===== src/dac_ctrl_pkg.sv =====
// Behaviour
// - Rising reset edge starts a sequence restoring every input, gain and offset register.
// - Reset sequence lasts 300 us; host writes nothing meanwhile.
// - Reset low alone does nothing; rising edge after at least 30 ns triggers.
// - After reset with clear high outputs sit at ground until write and load.
// - Clear low switches every output buffer to its group signal ground.
// - Loads ignored while clear low; releasing clear restores previous outputs.
// - Clear leaves input registers and all sixteen DAC registers unchanged.
// - Each input, gain or offset write recalculates A or B; busy low meanwhile.
// - Writes accepted while busy low, but no DAC update happens.
// - Busy is shared open-drain; any device holding low delays load for all.
// - Falling load updates outputs; load during busy is stored, applied after busy.
// - Load held low updates outputs each time busy rises.
// - Select register write drives busy low for about 600 ns.
// - A write addresses 1, 2, 8 or 16 channels.
// - Channels processed one by one; busy lasts (n+1)*600 ns plus 300 ns.
// - Load refreshes a DAC register only if its A or B was written since.
// - Updated channel copies A or B as chosen by its select bit.
// - Select 0 takes A, 1 takes B; bits 0 to 7 map group channels.
// - Input A, or gain/offset with select control 0, recomputes A; else B.
package dac_ctrl_pkg;
  localparam int CLK_PERIOD_NS    = 10;
  localparam int RESET_SEQ_US     = 300;
  localparam int RESET_SEQ_CYC    = RESET_SEQ_US * 1000 / CLK_PERIOD_NS;
  localparam int SLOT_NS          = 600;
  localparam int SLOT_CYC         = SLOT_NS / CLK_PERIOD_NS;
  localparam int TAIL_NS          = 300;
  localparam int TAIL_CYC         = TAIL_NS / CLK_PERIOD_NS;
  localparam int MIN_RESET_LOW_NS = 30;
  localparam int MIN_RESET_LOW_CYC =
    (MIN_RESET_LOW_NS + CLK_PERIOD_NS - 1) / CLK_PERIOD_NS;
  localparam int NUM_CH           = 16;
  localparam int GROUP_CH         = 8;
  // Write scope codes
  localparam logic [1:0] SCOPE_ONE   = 2'h0;
  localparam logic [1:0] SCOPE_GROUP = 2'h1;
  localparam logic [1:0] SCOPE_PAIR  = 2'h2;
  localparam logic [1:0] SCOPE_ALL   = 2'h3;
  // Register kind codes
  localparam logic [1:0] KIND_INPUT  = 2'h0;
  localparam logic [1:0] KIND_GAIN   = 2'h1;
  localparam logic [1:0] KIND_OFFSET = 2'h2;
  localparam logic [15:0] INPUT_RESET  = 16'h8000;
  localparam logic [15:0] GAIN_RESET   = 16'hFFFF;
  localparam logic [15:0] OFFSET_RESET = 16'h8000;
  localparam logic [15:0] GROUND_CODE  = 16'h8000;
  localparam logic [15:0] SEL_RESET    = 16'h0000;
endpackage


===== src/calc_engine.sv =====
`timescale 1ns/1ps
module calc_engine #(
  parameter int W = 16
) (
  input  wire logic         mclk_i,
  input  wire logic         reset_i,
  input  wire logic         start_i,
  input  wire logic [W-1:0] x_i,
  input  wire logic [W-1:0] m_i,
  input  wire logic [W-1:0] c_i,
  output logic      [W-1:0] y_o
);
  // Shared multiplier, one result per start, registered output
  logic [2*W:0] prod;
  logic [2*W+1:0] sum;
  assign prod = (2*W+1)'(x_i) * (2*W+1)'({1'b0, m_i} + (W+1)'(1));
  assign sum  = (2*W+2)'(prod >> W) + (2*W+2)'(c_i)
              - (2*W+2)'({1'b1, {(W-1){1'b0}}});

  always_ff @(posedge mclk_i) begin
    if (reset_i) begin
      y_o <= '0;
    end else if (start_i) begin
      if (sum[2*W+1])
        y_o <= '0;
      else if (|sum[2*W:W])
        y_o <= '1;
      else
        y_o <= sum[W-1:0];
    end
  end
endmodule


===== src/dac_update_reset_clear_control.sv =====
`timescale 1ns/1ps
module dac_update_reset_clear_control #(
  parameter int W         = 16,
  parameter int RESET_CYC = dac_ctrl_pkg::RESET_SEQ_CYC
) (
  input  wire logic            mclk_i,
  input  wire logic            reset_i,
  input  wire logic            dev_reset_n_i,
  input  wire logic            output_clear_n_i,
  input  wire logic            load_outputs_n_i,
  input  wire logic            busy_line_i,
  input  wire logic            wr_i,
  input  wire logic [1:0]      wr_kind_i,
  input  wire logic            wr_b_i,
  input  wire logic [1:0]      wr_scope_i,
  input  wire logic [3:0]      wr_ch_i,
  input  wire logic [W-1:0]    wr_data_i,
  input  wire logic            sel_wr_i,
  input  wire logic            sel_grp_i,
  input  wire logic [7:0]      sel_data_i,
  output logic                 busy_oe_o,
  output logic                 busy_o,
  output logic                 reset_busy_o,
  output logic [16*W-1:0]      dac_code_o,
  output logic [15:0]          at_ground_o
);
  localparam int NCH = dac_ctrl_pkg::NUM_CH;

  typedef enum logic [3:0] {
    ST_IDLE  = 4'b0001,
    ST_RESET = 4'b0010,
    ST_CALC  = 4'b0100,
    ST_TAIL  = 4'b1000
  } state_e;

  // ---------------------------------------------------------------
  // Pin synchronisers
  // ---------------------------------------------------------------
  logic rst_rise, clr_lvl, ld_lvl, ld_fall, busy_lvl, busy_rise;

  edge_sync u_rst (.mclk_i(mclk_i), .reset_i(reset_i), .async_i(dev_reset_n_i),
    .level_o(), .rise_o(rst_rise), .fall_o());
  edge_sync u_clr (.mclk_i(mclk_i), .reset_i(reset_i), .async_i(output_clear_n_i),
    .level_o(clr_lvl), .rise_o(), .fall_o());
  edge_sync u_ld (.mclk_i(mclk_i), .reset_i(reset_i), .async_i(load_outputs_n_i),
    .level_o(ld_lvl), .rise_o(), .fall_o(ld_fall));
  edge_sync u_bsy (.mclk_i(mclk_i), .reset_i(reset_i), .async_i(busy_line_i),
    .level_o(busy_lvl), .rise_o(busy_rise), .fall_o());

  // ---------------------------------------------------------------
  // Register store
  // ---------------------------------------------------------------
  logic [W-1:0] xa_r [NCH];
  logic [W-1:0] xb_r [NCH];
  logic [W-1:0] ma_r [NCH];
  logic [W-1:0] mb_r [NCH];
  logic [W-1:0] ca_r [NCH];
  logic [W-1:0] cb_r [NCH];
  logic [W-1:0] x2a_r [NCH];
  logic [W-1:0] x2b_r [NCH];
  logic [W-1:0] dac_r [NCH];
  logic [NCH-1:0] pend_a_r, pend_b_r;  // Calc queue
  logic [NCH-1:0] dirty_r;             // Written since last load
  logic [NCH-1:0] sel_r;
  logic [NCH-1:0] live_r;              // Loaded since reset

  state_e       state_r;
  logic [31:0]  cnt_r;
  logic [3:0]   cur_ch_r;
  logic         cur_b_r;
  logic         calc_go_r;
  logic         load_pend_r;

  // Address decode of a write: scope to channel mask
  logic [NCH-1:0] wr_mask;
  always_comb begin
    wr_mask = '0;
    case (wr_scope_i)
      dac_ctrl_pkg::SCOPE_ONE:   wr_mask[wr_ch_i] = 1'b1;
      dac_ctrl_pkg::SCOPE_GROUP: wr_mask = wr_ch_i[3] ? 16'hFF00 : 16'h00FF;
      dac_ctrl_pkg::SCOPE_PAIR:  wr_mask = (16'h0101 << wr_ch_i[2:0]);
      default:                   wr_mask = 16'hFFFF;
    endcase
  end

  wire              in_reset = (state_r == ST_RESET);
  wire              data_wr  = wr_i & ~in_reset;
  wire              sel_wr   = sel_wr_i & ~in_reset;
  wire [NCH-1:0]    pend_all = pend_a_r | pend_b_r;
  wire              have_job = |pend_all;
  wire              local_busy = (state_r == ST_CALC) | (state_r == ST_TAIL);
  // Last busy cycle: drive drops with the sequencer, not one cycle late
  wire              busy_end  = (state_r == ST_TAIL) & (cnt_r == 32'd0) & ~have_job;
  wire              reset_end = in_reset & (cnt_r == 32'd0);

  // Next channel to calculate: lowest pending
  logic [3:0] nxt_ch;
  always_comb begin
    nxt_ch = '0;
    for (int i = NCH - 1; i >= 0; i--)
      if (pend_all[i])
        nxt_ch = 4'(i);
  end
  wire              b_next   = ~pend_a_r[nxt_ch];

  // Shared-line busy level as seen by all devices
  wire line_idle = busy_lvl & ~local_busy & ~busy_oe_o;
  wire load_req  = load_pend_r | ld_fall | (~ld_lvl & busy_rise);
  wire do_load   = line_idle & load_req & clr_lvl & ~in_reset;

  logic [W-1:0] calc_y;
  calc_engine #(.W(W)) u_calc (
    .mclk_i  (mclk_i),
    .reset_i (reset_i),
    .start_i (calc_go_r),
    .x_i     (cur_b_r ? xb_r[cur_ch_r] : xa_r[cur_ch_r]),
    .m_i     (cur_b_r ? mb_r[cur_ch_r] : ma_r[cur_ch_r]),
    .c_i     (cur_b_r ? cb_r[cur_ch_r] : ca_r[cur_ch_r]),
    .y_o     (calc_y)
  );

  // ---------------------------------------------------------------
  // Sequencer
  // ---------------------------------------------------------------
  always_ff @(posedge mclk_i) begin
    if (reset_i) begin
      state_r   <= ST_IDLE;
      cnt_r     <= '0;
      cur_ch_r  <= '0;
      cur_b_r   <= 1'b0;
      calc_go_r <= 1'b0;
    end else begin
      calc_go_r <= 1'b0;
      case (state_r)
        ST_IDLE: begin
          if (have_job) begin
            state_r   <= ST_CALC;
            cnt_r     <= 32'(dac_ctrl_pkg::SLOT_CYC - 1);
            cur_ch_r  <= nxt_ch;
            cur_b_r   <= b_next;
            calc_go_r <= 1'b1;
          end else if (sel_wr) begin
            // Select write needs no calculation, only one slot of busy
            state_r <= ST_TAIL;
            cnt_r   <= 32'(dac_ctrl_pkg::SLOT_CYC - 1);
          end
        end
        ST_RESET: begin
          if (cnt_r == 0)
            state_r <= ST_IDLE;
          else
            cnt_r <= cnt_r - 32'd1;
        end
        ST_CALC: begin
          if (cnt_r != 0)
            cnt_r <= cnt_r - 32'd1;
          else if (have_job) begin
            cnt_r     <= 32'(dac_ctrl_pkg::SLOT_CYC - 1);
            cur_ch_r  <= nxt_ch;
            cur_b_r   <= b_next;
            calc_go_r <= 1'b1;
          end else begin
            state_r <= ST_TAIL;
            cnt_r   <= 32'(dac_ctrl_pkg::SLOT_CYC + dac_ctrl_pkg::TAIL_CYC - 1);
          end
        end
        ST_TAIL: begin
          if (cnt_r == 0)
            state_r <= have_job ? ST_CALC : ST_IDLE;
          else
            cnt_r <= cnt_r - 32'd1;
        end
        default: state_r <= ST_IDLE;
      endcase
      if (rst_rise) begin
        state_r <= ST_RESET;
        cnt_r   <= 32'(RESET_CYC - 1);
      end
    end
  end

  // ---------------------------------------------------------------
  // Per-channel registers
  // ---------------------------------------------------------------
  genvar g;
  generate
    for (g = 0; g < NCH; g++) begin : g_ch
      wire hit    = data_wr & wr_mask[g];
      wire hit_b  = hit & wr_b_i;
      wire hit_a  = hit & ~wr_b_i;
      wire done_a = calc_go_r & (cur_ch_r == 4'(g)) & ~cur_b_r;
      wire done_b = calc_go_r & (cur_ch_r == 4'(g)) & cur_b_r;
      always_ff @(posedge mclk_i) begin
        if (reset_i || rst_rise) begin
          xa_r[g] <= dac_ctrl_pkg::INPUT_RESET;
          xb_r[g] <= dac_ctrl_pkg::INPUT_RESET;
          ma_r[g] <= dac_ctrl_pkg::GAIN_RESET;
          mb_r[g] <= dac_ctrl_pkg::GAIN_RESET;
          ca_r[g] <= dac_ctrl_pkg::OFFSET_RESET;
          cb_r[g] <= dac_ctrl_pkg::OFFSET_RESET;
          pend_a_r[g] <= 1'b0;
          pend_b_r[g] <= 1'b0;
          dirty_r[g]  <= 1'b0;
          sel_r[g]    <= 1'b0;
          live_r[g]   <= 1'b0;
        end else begin
          if (hit_a && wr_kind_i == dac_ctrl_pkg::KIND_INPUT) xa_r[g] <= wr_data_i;
          if (hit_b && wr_kind_i == dac_ctrl_pkg::KIND_INPUT) xb_r[g] <= wr_data_i;
          if (hit_a && wr_kind_i == dac_ctrl_pkg::KIND_GAIN) ma_r[g] <= wr_data_i;
          if (hit_b && wr_kind_i == dac_ctrl_pkg::KIND_GAIN) mb_r[g] <= wr_data_i;
          if (hit_a && wr_kind_i == dac_ctrl_pkg::KIND_OFFSET) ca_r[g] <= wr_data_i;
          if (hit_b && wr_kind_i == dac_ctrl_pkg::KIND_OFFSET) cb_r[g] <= wr_data_i;
          pend_a_r[g] <= hit_a | (pend_a_r[g] & ~done_a);
          pend_b_r[g] <= hit_b | (pend_b_r[g] & ~done_b);
          // New write wins over a load clearing the flag
          dirty_r[g] <= hit | (dirty_r[g] & ~do_load);
          if (sel_wr && sel_grp_i == (g >= dac_ctrl_pkg::GROUP_CH))
            sel_r[g] <= sel_data_i[g % dac_ctrl_pkg::GROUP_CH];
          if (do_load && dirty_r[g])
            live_r[g] <= 1'b1;
        end
      end
      always_ff @(posedge mclk_i) begin
        if (reset_i) begin
          x2a_r[g] <= dac_ctrl_pkg::GROUND_CODE;
          x2b_r[g] <= dac_ctrl_pkg::GROUND_CODE;
          dac_r[g] <= dac_ctrl_pkg::GROUND_CODE;
        end else begin
          if (state_r == ST_CALC && cnt_r == 1 && cur_ch_r == 4'(g)) begin
            if (cur_b_r) x2b_r[g] <= calc_y;
            else         x2a_r[g] <= calc_y;
          end
          if (do_load && dirty_r[g])
            dac_r[g] <= sel_r[g] ? x2b_r[g] : x2a_r[g];
        end
      end
      always_ff @(posedge mclk_i) begin
        if (reset_i) begin
          dac_code_o[g*W +: W] <= dac_ctrl_pkg::GROUND_CODE;
          at_ground_o[g]       <= 1'b1;
        end else begin
          dac_code_o[g*W +: W] <= dac_r[g];
          at_ground_o[g]       <= ~clr_lvl | ~live_r[g];
        end
      end
    end
  endgenerate

  // ---------------------------------------------------------------
  // Load memory and busy drive
  // ---------------------------------------------------------------
  always_ff @(posedge mclk_i) begin
    if (reset_i) begin
      load_pend_r  <= 1'b0;
      busy_oe_o    <= 1'b0;
      busy_o       <= 1'b0;
      reset_busy_o <= 1'b0;
    end else begin
      // Stored load waits for shared line; clear discards it
      if (!clr_lvl || do_load)
        load_pend_r <= 1'b0;
      else if (ld_fall)
        load_pend_r <= 1'b1;
      busy_oe_o    <= (local_busy & ~busy_end) | (have_job & ~in_reset)
                    | (sel_wr & ~in_reset);
      busy_o       <= 1'b0;
      reset_busy_o <= (in_reset & ~reset_end) | rst_rise;
    end
  end
endmodule


===== src/edge_sync.sv =====
`timescale 1ns/1ps
module edge_sync (
  input  wire logic mclk_i,
  input  wire logic reset_i,
  input  wire logic async_i,
  output logic      level_o,
  output logic      rise_o,
  output logic      fall_o
);
  logic meta_r;
  logic sync_r;
  logic prev_r;

  // First stage read only by second stage
  always_ff @(posedge mclk_i) begin
    if (reset_i) begin
      meta_r <= 1'b1;
      sync_r <= 1'b1;
      prev_r <= 1'b1;
    end else begin
      meta_r <= async_i;
      sync_r <= meta_r;
      prev_r <= sync_r;
    end
  end

  assign level_o = sync_r;
  assign rise_o  = sync_r & ~prev_r;
  assign fall_o  = ~sync_r & prev_r;
endmodule


===== config.mk =====
export PLATFORM = sky130hd
export DESIGN_NAME = dac_update_reset_clear_control
export DESIGN_NICKNAME = d
export VERILOG_FILES = /design/src/dac_ctrl_pkg.sv /design/src/calc_engine.sv /design/src/dac_update_reset_clear_control.sv /design/src/edge_sync.sv
export SDC_FILE = /design/constraint.sdc
export NUM_CORES = 2
export LEC_CHECK = 0
export ABC_CLOCK_PERIOD_IN_PS = 17100
export BUFFER_PORTS_ARGS = -buffer_cell sky130_fd_sc_hd__buf_4
export CORE_MARGIN = 5
export CORE_UTILIZATION = 46
export CTS_CLUSTER_DIAMETER = 100
export DETAILED_ROUTE_END_ITERATION = 16
export GPL_ROUTABILITY_DRIVEN = 0
export PLACE_DENSITY = 0.6
export SYNTH_ARGS = -nofsm -noshare
export SYNTH_HDL_FRONTEND = slang
export SYNTH_HIERARCHICAL = 1
export SYNTH_SLANG_ARGS = --single-unit

===== constraint.sdc =====
create_clock -name mclk_i -period 17.1 [get_ports mclk_i]
set_clock_uncertainty 0.2 [all_clocks]
set_input_delay 3.42 -clock mclk_i [delete_from_list [all_inputs] [get_ports mclk_i]]
set_output_delay 3.42 -clock mclk_i [all_outputs]
set_load 0.02 [all_outputs]

==> metrics.md <==
| Metric | Value |
|---|---|
| Status | `complete, no violations` |
| Worst Tran Pin Value | `~1.4 ns` |
| CP max FO | `60` |
| RSZ-0062 raised after global routing | `no` |
| Synth warnings | `6` |
| CTS Buffer Depth | `4` |
| Worst Setup Start Kind | `register` |
| Clk Latency, worst-skew pair | `~1 ns` |
| Floorplan Core Area | `270000 um^2` |
| Post-Syn Nets | `~9200` |
| Power consumption | `approximately 26 mW` |
| Boundary Pins | `about 320` |
| Pin count of the biggest net entering global routing | `between 150 and 200` |
| Sink Count | `roughly 2700` |
| CTS tree | `done` |
| Critical Path Sink Type | `register` |
| Port Buf Inserts | `315` |
| Vias | `71900` |
| CP max-delay cell | `dfxtp_4` |
| Post-cts sizing count | `0` |
| Max cap viols | `0` |
| FILL cells | `about 22000` |
| Syn avg cell area | `roughly 14 um^2` |
| Die height | `~530 um` |
| Effective utilization at floorplan | `between 40% and 50%` |
| Critical path class | `reg2reg` |
| Worst-path clk slew | `0.07 ns` |
| Final hold vios | `0` |
| Remaining DRCs | `0` |
| Pwr dens | `186 nW/um^2` |
| ANT nets after route | `0` |
| Die area | `~280000 um^2` |
| Fmax achieved | `just under 80 MHz` |
| Post-CTS Setup Repair Bufs | `0` |
| Slew Limit Fails | `0` |
| Leakage | `~48 nW` |
| First-pass GRT wire length | `approximately 500000 um` |
| Gate Count Post-Synth | `8796` |
| Setup TNS | `0 ns` |
| Global route total overflow | `0` |
| Drt first pass iters | `6` |
| DR WL/cell | `about 27 um` |
| Fin crit period | `around 13 ns` |
| Final WL | `between 300000 and 400000 um` |
| Vias in the first global route | `between 70000 and 80000` |
| Row count | `191` |
| Antenna violations before repair | `23` |
| Layout cells sized above 1 | `18.1%` |
| CP required | `between 15 and 20 ns` |
| Area Growth Syn to Fin | `12.6%` |
| DR iter-0 viols | `7675` |
| Total GRT Usage | `between 20% and 30%` |
| # H-tree levels | `5` |
| VDD IR max | `0.751 mV` |
| Final setup viols | `0` |
| Post-DP HPWL | `between 200000 and 250000 um` |
| Final net count | `between 9000 and 10000` |
| Max incr delay on CP | `1.00 ns` |
| DR vias/cell | `~5.6` |
| Rel. slew slack | `under 10%` |
| Root Driver | `clkbuf_16` |
| WP data arrival | `around 14 ns` |
| CTS Hold Bufs | `0` |
| Hold crit path type | `reg2reg` |
| Mapped Area | `124000 um^2` |
| CTS Buf Count | `312` |
| Die W | `530 um` |
| Final worst-path cycle share | `76.1%` |
## worst paths after layout
| check | from | end | slack [ns] | cells after the start |
|---|---|---|---|---|
| worst max-delay path | register | u_calc/y_o[5] | 4.09 | 44 |
| worst min-delay path | live_r[2] | at_ground_o[2] | 0.15 | 1 |
| worst max register to register | register | u_calc/y_o[5] | 4.09 | 44 |
| worst min register to register | live_r[2] | at_ground_o[2] | 0.15 | 1 |
## metal layers
| layer | wire length, um | vias up | global-route usage [%] |
|---|---|---|---|
| met2 | 160000 | 2902 | 38.4 |
| met4 | 9600 | 12 | 6.74 |
| met3 | 27800 | 530 | 5.04 |
| met1 | 143000 | 36700 | 33.8 |
| li1 | - | 31700 | - |
| met5 | 299 | - | 0 |
## sequential cells by signal, indices dropped and copies added, names as in the netlist, 4 cells and up, named ones only
| name | count |
|---|---|
| x2b_r | 256 |
| cnt_r | 32 |
| pend_a_r | 16 |
| at_ground_o | 16 |
| dac_code_o | 256 |
| dirty_r | 16 |
| sel_r | 16 |
| cb_r | 256 |
| u_calc/y_o | 16 |
| pend_b_r | 16 |
| xb_r | 256 |
| dac_r | 256 |
| state_r | 4 |
| mb_r | 256 |
| xa_r | 256 |
| ma_r | 256 |
| ca_r | 256 |
| cur_ch_r | 4 |
| live_r | 16 |
| x2a_r | 256 |
## critical path: cells and delay by family (launching register included)
family | cells | cell delay (ns)
adders and majority gates | 9 | 4.03
AOI/OAI and AO/OA | 13 | 3.35
and+or+nand+nor | 9 | 1.47
buffers and inverters | 8 | 1.37
muxes | 3 | 1.22
DFF | 1 | 1.00
xor gates and xnor gates | 2 | 0.21
## per-stage QoR
| stage | setup WS [ns] | instances | utilization [%] | hold slack [ns] | area, um^2 |
|---|---|---|---|---|---|
| final | 4.09 | 12700 | 51.9 | 0.148 | 140000 |
| after CTS | 4.07 | 12700 | 51.9 | 0.138 | 140000 |
| after floorplan | 5.38 | 8796 | - | 0.158 | 124000 |
| after global routing | 3.42 | 12700 | 51.9 | 0.160 | 140000 |
| after detailed placement | 4.11 | 12200 | 48.4 | 0.180 | 131000 |
| after global placement | 4.19 | 12200 | 48.4 | 0.177 | 131000 |
## area by class of cell
type / instances / area [um^2] / area share [%]
flip-flops and latches: 2732 / 77800 / 55.5
multi-input cells: 5064 / 43000 / 30.7
clock buffers: 404 / 8470 / 6.04
well taps: 3570 / 4470 / 3.19
repair buffers: 575 / 4390 / 3.13
clock inverters: 134 / 1020 / 0.731
inverters: 259 / 972 / 0.694
diodes: 10 / 25.0 / 0.0179
## power breakdown
group	total, mW	switching [mW]	internal, mW
Clock	6.28	2.60	3.67
Combinational	12.1	7.14	4.95
Sequential	7.70	0.224	7.48
## layout by cell type, fill, tap and decap left out, types with 139 or more instances in the layout
cell / instances
nand2_1: 263
or3_1: 601
dfxtp_1: 422
mux4_2: 480
and2_1: 1557
edfxtp_1: 2304
fa_1: 208
nor2b_1: 263
ha_1: 139
inv_1: 259
buf_4: 569
clkbuf_16: 319
mux2i_1: 268
nor2_1: 448
Power figures use the tool's default switching activity.
